[src/common/spp_pkg.sv]
package spp_pkg;
   // Port geometry
   localparam int PORT_W = 6;
   localparam int REG_W = 8;
   localparam int PIN_INPUT_ONLY = 3;
   localparam int PIN_TMR_CLK = 2;
   // Option register fields
   localparam int OPT_TMR_CS = 5;
   localparam int OPT_PU_DIS = 6;
   localparam int OPT_WU_DIS = 7;
   // Status register field
   localparam int STAT_WUF = 7;
   // Pins that carry pull-up and wake-on-change
   localparam logic [5:0] WPU_PINS = 6'h0B;
   // Reset values
   localparam logic [5:0] DIR_RST = 6'h3F;
   localparam logic [7:0] OPT_RST = 8'hFF;
   localparam logic [5:0] LATCH_RST = 6'h00;
   localparam logic [7:0] RDATA_RST = 8'h00;

   typedef enum logic [1:0] {
      SPP_RUN = 2'b00,
      SPP_SLEEP = 2'b01,
      SPP_WAKE = 2'b11
   } spp_mode_e;

   // One core instruction acting on the port, one cycle each
   typedef struct packed {
      logic rd;
      logic wr;
      logic bset;
      logic bclr;
      logic dir_ld;
      logic opt_ld;
      logic stat_rd;
      logic stat_wr;
      logic sleep;
      logic [2:0] bit_sel;
      logic [7:0] wdata;
   } spp_cmd_s;

   typedef struct packed {
      logic [5:0] out;
      logic [5:0] oe;
      logic [5:0] pull;
   } spp_pin_s;

   typedef struct packed {
      logic [5:0] latch;
      logic [5:0] dir;
      logic [7:0] opt;
      logic [7:0] rdata;
      logic wuf;
      logic [5:0] snap;
      spp_mode_e mode;
      spp_pin_s pin;
      logic wake;
   } spp_state_s;
endpackage

[src/core/spp_port.sv]
`timescale 1ns/100ps
`default_nettype none
////////////////////////////////////////////////////////////////////////////////
// Overview of operation
// - Only six low bits; bits 7:6 read zero
// - Port read returns live pin levels
// - Alternate-function pins read as zero
// - Bit 3 input only, never driven
// - Pull-up and wake on bits 0,1,3, shared
// - Reset pin select forces pull-up, no wake
// - Direction load copies W; one tri-states
// - Direction write-only, resets to all inputs
// - Timer external clock select forces bit 2 input
// - Reads sample pins, nothing is latched
// - Output latches hold until next write
// - Bit set/clear rewrite all latches from pins
// - Write lands at cycle end, read at start
// - Wake and pull-up controls active low, reset set
module spp_port (
   input wire logic CLK,
   input wire logic RST,
   input wire spp_pkg::spp_cmd_s CMD,
   input wire logic [5:0] ALT_FN_MASK,
   input wire logic RESET_PIN_SEL,
   input wire logic [5:0] PIN_IN,
   output logic [5:0] PIN_OUT,
   output logic [5:0] PIN_OE,
   output logic [5:0] PULL_EN,
   output logic [7:0] RD_DATA,
   output logic WAKE_FLAG,
   output logic WAKE,
   output logic SLEEPING
);
   ////////////////////////////////////////////////////////////////////////////
   // Declarations
   spp_pkg::spp_state_s st_r;
   spp_pkg::spp_state_s st_nxt;
   logic [5:0] pins_s;
   logic [5:0] rd_val;
   logic [5:0] wu_en;
   logic [7:0] sel8;
   logic [5:0] bit_mask;
   logic pin_change;

   ////////////////////////////////////////////////////////////////////////////
   // Pins come from outside; two flops before any logic looks at them
   spp_sync #(
      .W(spp_pkg::PORT_W)
   ) u_sync (
      .clk(CLK),
      .rst(RST),
      .d(PIN_IN),
      .q(pins_s)
   );

   // Wake compare covers only the shared pins, dropping bit 3 as reset
   always_comb begin
      wu_en = st_r.opt[spp_pkg::OPT_WU_DIS] ? 6'h00 : spp_pkg::WPU_PINS;
      if (RESET_PIN_SEL) begin
         wu_en[spp_pkg::PIN_INPUT_ONLY] = 1'b0;
      end
   end

   spp_wake #(
      .W(spp_pkg::PORT_W)
   ) u_wake (
      .pins(pins_s),
      .snap(st_r.snap),
      .en(wu_en),
      .change(pin_change)
   );

   ////////////////////////////////////////////////////////////////////////////
   // Read value and bit select
   always_comb begin
      rd_val = pins_s & ~ALT_FN_MASK;
      sel8 = 8'h01 << CMD.bit_sel;
      bit_mask = sel8[5:0];
   end

   ////////////////////////////////////////////////////////////////////////////
   // Next state; one instruction per cycle, writes land at this cycle's end
   always_comb begin
      st_nxt = st_r;
      st_nxt.wake = 1'b0;
      // Reads sample at the start of the cycle; snapshot arms the wake compare
      if (CMD.rd || CMD.bset || CMD.bclr) begin
         st_nxt.rdata = {2'b00, rd_val};
         st_nxt.snap = pins_s;
      end
      if (CMD.stat_rd) begin
         st_nxt.rdata = {st_r.wuf, 7'h00};
      end
      // Latches load for every pin, driven or not
      if (CMD.wr) begin
         st_nxt.latch = CMD.wdata[5:0];
      end else if (CMD.bset) begin
         st_nxt.latch = rd_val | bit_mask;
      end else if (CMD.bclr) begin
         st_nxt.latch = rd_val & ~bit_mask;
      end
      if (CMD.dir_ld) begin
         st_nxt.dir = CMD.wdata[5:0];
      end
      if (CMD.opt_ld) begin
         st_nxt.opt = CMD.wdata;
      end
      // Software clear first, so a same-cycle wake still sets the flag
      if (CMD.stat_wr && !CMD.wdata[spp_pkg::STAT_WUF]) begin
         st_nxt.wuf = 1'b0;
      end
      // Sleep and wake sequencing
      case (st_r.mode)
         spp_pkg::SPP_RUN: begin
            if (CMD.sleep) begin
               st_nxt.mode = spp_pkg::SPP_SLEEP;
            end
         end
         spp_pkg::SPP_SLEEP: begin
            if (pin_change) begin
               st_nxt.mode = spp_pkg::SPP_WAKE;
               st_nxt.wuf = 1'b1;
               st_nxt.wake = 1'b1;
            end
         end
         spp_pkg::SPP_WAKE: begin
            st_nxt.mode = spp_pkg::SPP_RUN;
         end
         default: begin
            st_nxt.mode = spp_pkg::SPP_RUN;
         end
      endcase
      // Pin drivers follow the new latch and direction values
      st_nxt.pin.out = st_nxt.latch;
      st_nxt.pin.oe = ~st_nxt.dir;
      st_nxt.pin.oe[spp_pkg::PIN_INPUT_ONLY] = 1'b0;
      if (st_nxt.opt[spp_pkg::OPT_TMR_CS]) begin
         st_nxt.pin.oe[spp_pkg::PIN_TMR_CLK] = 1'b0;
      end
      // Pull-ups share one active-low enable
      st_nxt.pin.pull = st_nxt.opt[spp_pkg::OPT_PU_DIS] ? 6'h00 : spp_pkg::WPU_PINS;
      if (RESET_PIN_SEL) begin
         st_nxt.pin.pull[spp_pkg::PIN_INPUT_ONLY] = 1'b1;
      end
   end

   ////////////////////////////////////////////////////////////////////////////
   // State register; reset leaves every pin an undriven input
   always_ff @(posedge CLK) begin
      if (RST) begin
         st_r.latch <= spp_pkg::LATCH_RST;
         st_r.dir <= spp_pkg::DIR_RST;
         st_r.opt <= spp_pkg::OPT_RST;
         st_r.rdata <= spp_pkg::RDATA_RST;
         st_r.wuf <= 1'b0;
         st_r.snap <= 6'h00;
         st_r.mode <= spp_pkg::SPP_RUN;
         st_r.pin.out <= spp_pkg::LATCH_RST;
         st_r.pin.oe <= 6'h00;
         st_r.pin.pull <= 6'h00;
         st_r.wake <= 1'b0;
      end else begin
         st_r <= st_nxt;
      end
   end

   ////////////////////////////////////////////////////////////////////////////
   // Outputs straight from the state register
   assign PIN_OUT = st_r.pin.out;
   assign PIN_OE = st_r.pin.oe;
   assign PULL_EN = st_r.pin.pull;
   assign RD_DATA = st_r.rdata;
   assign WAKE_FLAG = st_r.wuf;
   assign WAKE = st_r.wake;
   assign SLEEPING = (st_r.mode == spp_pkg::SPP_SLEEP);
endmodule
`default_nettype wire

[src/core/spp_sync.sv]
`timescale 1ns/100ps
`default_nettype none
// Two-stage synchroniser for pin levels
module spp_sync #(
   parameter int W = 6
) (
   input wire logic clk,
   input wire logic rst,
   input wire logic [W-1:0] d,
   output logic [W-1:0] q
);
   ////////////////////////////////////////////////////////////////////////////
   typedef struct packed {
      logic [W-1:0] meta;
      logic [W-1:0] sync;
   } spp_sync_s;

   spp_sync_s st_r;
   spp_sync_s st_nxt;

   if (W < 1) begin : g_bad_width
      $error("spp_sync: width must be at least one");
   end

   // First stage feeds only the second
   always_comb begin
      st_nxt.meta = d;
      st_nxt.sync = st_r.meta;
   end

   always_ff @(posedge clk) begin
      if (rst) begin
         st_r <= '0;
      end else begin
         st_r <= st_nxt;
      end
   end

   assign q = st_r.sync;
endmodule
`default_nettype wire

[src/core/spp_wake.sv]
`timescale 1ns/100ps
`default_nettype none
// Pin change detector against the levels seen at the last port read
module spp_wake #(
   parameter int W = 6
) (
   input wire logic [W-1:0] pins,
   input wire logic [W-1:0] snap,
   input wire logic [W-1:0] en,
   output logic change
);
   ////////////////////////////////////////////////////////////////////////////
   if (W < 1) begin : g_bad_width
      $error("spp_wake: width must be at least one");
   end

   // Any enabled pin that differs from its snapshot
   always_comb begin
      change = |((pins ^ snap) & en);
   end
endmodule
`default_nettype wire

[config.mk]
export PLATFORM = sky130hd
export DESIGN_NAME = spp_port
export DESIGN_NICKNAME = d
export VERILOG_FILES = /design/src/common/spp_pkg.sv /design/src/core/spp_port.sv /design/src/core/spp_sync.sv /design/src/core/spp_wake.sv
export SDC_FILE = /design/constraint.sdc
export NUM_CORES = 1
export LEC_CHECK = 0
export BUFFER_PORTS_ARGS = -buffer_cell sky130_fd_sc_hd__clkbuf_2
export CORE_MARGIN = 1
export CORE_UTILIZATION = 52
export CTS_CLUSTER_DIAMETER = 80
export CTS_CLUSTER_SIZE = 14
export DETAILED_ROUTE_END_ITERATION = 8
export PLACE_DENSITY = 0.81
export SYNTH_ARGS = -nofsm -noshare
export SYNTH_HDL_FRONTEND = slang
export SYNTH_SLANG_ARGS = --single-unit
export TNS_END_PERCENT = 30
[constraint.sdc]
create_clock -name CLK -period 2.2 [get_ports CLK]
set_input_delay 0.22 -clock CLK [delete_from_list [all_inputs] [get_ports CLK]]
set_output_delay 0.22 -clock CLK [all_outputs]
set_load 0.02 [all_outputs]
# == After elaboration in Yosys (flattened, before gate mapping) ==
# Index checks and enable logic that the tools add are counted.
# word_totals
register_bits,61
input_bits,35
out_inout_bits,29
word_cells,58
# op_classes
n_eq_ne,3
shifts,1
n_mux,18
bitwise_logic,9
reduce_logical,11
# ops
op,n
$mux W6,4
$mux W8,3
$not A6 Y6,3
$and A6 B6 Y6,2
$mux W4,2
$and A6 B4 Y6,1
$mux W1,6
$or A6 B6 Y6,1
$reduce_or A2 Y1,3
$reduce_or A6 Y1,1
$shl A1 B3 Y6 const A,1
$xor A6 B6 Y6,1
$mux W2,2
$pmux W2 S2,1
$eq A2 B1 Y1 const B,1
$logic_not A2 Y1,1
$logic_or A1 B1 Y1,2
$ne A2 B1 Y1 const B,1
$ne A2 B2 Y1 const B,1
$reduce_and A2 Y1,1
$reduce_bool A2 Y1,1
$logic_and A1 B1 Y1,1
$logic_not A1 Y1,1
$not A1 Y1,1

# == Longest topological paths before layout ==
# depth
word_depth,6
mapped_depth,4
mapped_depth_nobuf,3

# == Modules after synthesis ==
# A second synthesis with hierarchy kept.
# hier_totals
cells_unflattened,235
hier_area_um2,2160.8
# modules_own_cells
mod,instances,cells_per_inst,area_per_inst_um2,seq_area_each_um2
spp_port,1,200,1714.1,760.7
spp_sync,1,25,366.6,240.2
spp_wake,1,10,80.1,0.0

# == Worst setup path after synthesis ==
# No wires, ideal clock.
# synth_path
path_kind,input-to-reg
from,input CMD[8] in the netlist's numbering
to,"register st_r, in the netlist PIN_OUT[2]"
setup_ns,0.125
t_arrival_ns,0.898
path_slack_ns,1.177
stages,4
n_path_buf,1
path_cell_list,buf_2 -> or3b_1 -> a21oi_1 -> o22ai_1
# synth_between
elab_chain_cells,6
elab_cells_between_ends,7
cone_classes,shift (1); mux (3); bitwise (3)
# synth_lines
item,line,rtl
"start, declared",spp_port.sv:22,"input wire spp_pkg::spp_cmd_s CMD,"
$shl A1 B3 Y6 *,spp_port.sv:77,sel8 = 8'h01 << CMD.bit_sel;
$not A6 Y6,spp_port.sv:100,st_nxt.latch = rd_val & ~bit_mask;
$and A6 B6 Y6,spp_port.sv:100,
$mux W6,spp_port.sv:99,end else if (CMD.bclr) begin
$mux W6 *,spp_port.sv:97,end else if (CMD.bset) begin
$mux W6 *,spp_port.sv:95,if (CMD.wr) begin
"end signal, assigned",spp_port.sv:163,st_r <= st_nxt;
"end, declared",spp_port.sv:36,spp_pkg::spp_state_s st_r;
# Every way passes the cells marked *; elsewhere a longest branch is shown, timed or not.
# A chain may end at the register's enable or synchronous reset.

# == Worst setup path in the final report ==
# layout_path
from,register st_r[19] in the netlist's numbering
to,output SLEEPING
# layout_between
elab_chain_cells,1
# layout_lines
item,line,rtl
$eq A2 B1 Y1,spp_port.sv:175,assign SLEEPING = (st_r.mode == spp_pkg::SPP_SLEEP);
"end, declared",spp_port.sv:32,output logic SLEEPING
# No other way between the ends.

==> summary.txt <==
Setup path
  • Worst setup EP type: primary output
  • Worst path buffer plus inverter count: 1
  • Worst-path fanout max: 3
  • CP required: 1.98 ns
  • Critical Path Source Type: register
  • Crit path cell chain: nor2b_1, clkbuf_2
  • FF-to-FF End: WAKE_FLAG
  • Slowest CP cell: dfxtp_1
  • Reg2Reg Launch Point: u_sync.q[3]
  • R2r worst-path depth: 3
  • CP delay by family, top: flip-flops
  • Flop-to-flop setup slack: 1.22 ns
  • CP Data Arrival Time: 0.96 ns
  • Largest stage delay on the critical path: 0.36 ns
  • Kind of critical path: register to primary output

Logic synthesis
  • Top cell type's share of synthesized area: 0.462
  • Synth async-reset ratio: 0
  • Netlist cell types: 35
  • Mean Syn Cell Area: 9.48 µm²
  • Mapped Cells: 215
  • Top FF cell, synth: dfxtp_1
  • Sequential element share of the synthesized area: 0.462
  • Area leader, netlist: dfxtp_1
  • EDFF count, synth: 0
  • Seq cells post-synth: 47
  • Most frequent cells after synthesis: dfxtp_1 (47), buf_4 (28), nor2b_1 (24), nand2_1 (23), a21oi_1 (21)
  • Largest cells by area after synthesis: dfxtp_1 (46%), buf_4 (10%), nor2b_1 (7.4%)
  • Cell Area, Synth: 2040 µm²
  • Syn. warnings: 0
  • Cell with the most instances after synthesis: dfxtp_1

Clock tree
  • Root Driver: clkbuf_8
  • Worst-path clk slew: 0.08 ns
  • Post-CTS Hold Fix Bufs: 0
  • CTS tree: yes
  • Total CTS buffers: 5
  • Max clock buf depth: 2
  • Post-CTS sizing: 0
  • Clock sink count: 47
  • Htree depth: 2
  • Worst-skew pair later-pin latency: 0.29 ns
  • Setup bufs post-CTS: 0

Power and ir drop
  • Internal power: 1.34 mW
  • P_leak: 0.943 nW
  • Clk pwr share: 0.366
  • Logic pwr share: 0.113
  • Power per cell area: 776 nW/µm²
  • Sw frac: 0.231
  • Psw: 402 µW
  • VDD IR max: 0.480 mV
  • Sequential Power Share: 0.521

Routing
  • Drt wl/cell: 12.6 µm
  • Vias per std cell: 5.12
  • Routed WL: 3720 µm
  • Initial DRC count: 59
  • Pre-antenna DRT Iters: 4
  • ANT nets after route: 0
  • Drt drc: 0
  • Via Count: 1509

Run status
  • Run status: finished, final reports clean

STA
  • Final setup vio count: 0
  • Worst slew pin tran: 0.624 ns
  • Min cycle time layout: 1.18 ns
  • Setup TNS: 0 ns
  • FMAX: 847 MHz
  • Slew HR: 0.584
  • RSZ-0062 raised after global routing: no
  • Final setup margin: 1.02 ns
  • Final period utilization: 0.537
  • Setup Skew: 0.00392 ns
  • Slew Viols, Final: 0
  • Hold Vio Cnt, Final: 0

Finish
  • Share of post-route cells with drive strength above 1: 0.300
  • Fill cells: 344
  • Final nets: 281
  • Area grow syn2layout: 9.82%
  • Number of diodes: 0

Global route
  • Gr usage total: 0.182
  • First-pass GRT wire length: 5870 µm
  • Vias in the first global route: 1280
  • Largest net degree at the start of global routing: 32
  • Initial antenna violation count: 0
  • Congestion Overflow GR: 0

Place
  • DP Wirelength: 2700 µm
  • Final GP Congestion: 0.779
  • # port buffers: 58
  • Post-Place Setup Slack: 0.817 ns

Floorplanning
  • Core area: 3720 µm²
  • Initial core utilization: 0.548
  • DIE HEIGHT: 64.6 µm
  • IO Pins: 64
  • Chip width: 64.6 µm
  • Die Area: 4170 µm²
  • # rows: 22

Job
  • Maxcap violations: 0

Hold path
  • Hold Crit Class: input port to register
  • Min-delay src: PIN_IN[1]
  • Hold EP: u_sync.st_nxt[1]
  • Hold depth: 2
power by group through the flow:
stage	Clock (mW)	Sequential (mW)	Combinational (mW)
after floorplan	0	0.920	0.164
after global placement	0	0.922	0.193
after detailed placement	0	0.925	0.195
after CTS	0.655	0.905	0.196
after global routing	0.692	0.909	0.213
final	0.637	0.905	0.196
stage by stage:
| stage | hold WS (ns) | util | total power [mW] | std cells | instance area (µm²) |
|---|---|---|---|---|---|
| 5_1_grt | 0.126 | 0.602 | 1.81 | 295 | 2240 |
| 4_1_cts | 0.126 | 0.602 | 1.76 | 295 | 2240 |
| 2_1_floorplan | 0.332 | - | 1.08 | 219 | 2050 |
| 3_5_place_dp | 0.424 | 0.571 | 1.12 | 287 | 2120 |
| 6_report | 0.134 | 0.602 | 1.74 | 295 | 2240 |
| 3_3_place_gp | 0.417 | 0.571 | 1.12 | 287 | 2120 |
worst max-delay path by stage:
stage	from	endpoint	cells past startpoint
finish	st_r[19]	SLEEPING	2
CTS	st_r[19]	SLEEPING	2
detailed placement	RST	PIN_OUT[2]	4
floorplan	CMD[8]	PIN_OUT[2]	4
global placement	RST	PIN_OUT[0]	4
global route	st_r[19]	SLEEPING	2
layout make-up:
| cell class | count | area, µm² | share of cell area |
|---|---|---|---|
| clock buffer | 6 | 82.6 | 0.0369 |
| tap | 48 | 60.1 | 0.0268 |
| sequential | 47 | 941 | 0.420 |
| clock inverter | 2 | 35.0 | 0.0157 |
| inverter | 6 | 22.5 | 0.0101 |
| multi-input combinational | 128 | 807 | 0.361 |
| timing repair buffer | 58 | 290 | 0.130 |
layer usage:
layer  routed length, µm  global-route usage  vias up  part of all wire
met1                1690               0.242      694              0.45
met5                   0                   0        -                 0
met2                1780               0.288       61              0.48
met3                 224              0.0475        5             0.060
met4                  27              0.0583        0            0.0073
li1                    -                   -      749                 -
sequential cells by signal, indices dropped and copies added, names as in the netlist:
register	flops
u_sync.st_nxt	6
PIN_OUT	6
PULL_EN	2
WAKE	1
WAKE_FLAG	1
u_sync.q	6
st_r	13
RD_DATA	7
PIN_OE	5
cell usage in the layout (no fill, tap or decap), types with 3 or more instances in the layout:
cell and n:
nor2b_1 24, nand2_1 23, a211oi_1 4, clkbuf_2 58, o22ai_1 5, inv_1 6, nand3b_1 3, clkbuf_8 6
nor3b_1 3, o21ai_0 6, conb_1 5, dfxtp_1 47, nor4b_2 5, xnor2_1 3, mux2i_1 4, a21oi_1 21
kinds of logic after synthesis:
logic type      after synthesis  share of synthesized area
compound gates               41                      0.117
xor+xnor                      3                     0.0129
buf+inv                      44                      0.150
flops                        47                      0.462
mux                           4                     0.0196
other cells                   1                    0.00184
simple gates                 75                      0.237
(Power assumes the default switching activity.)
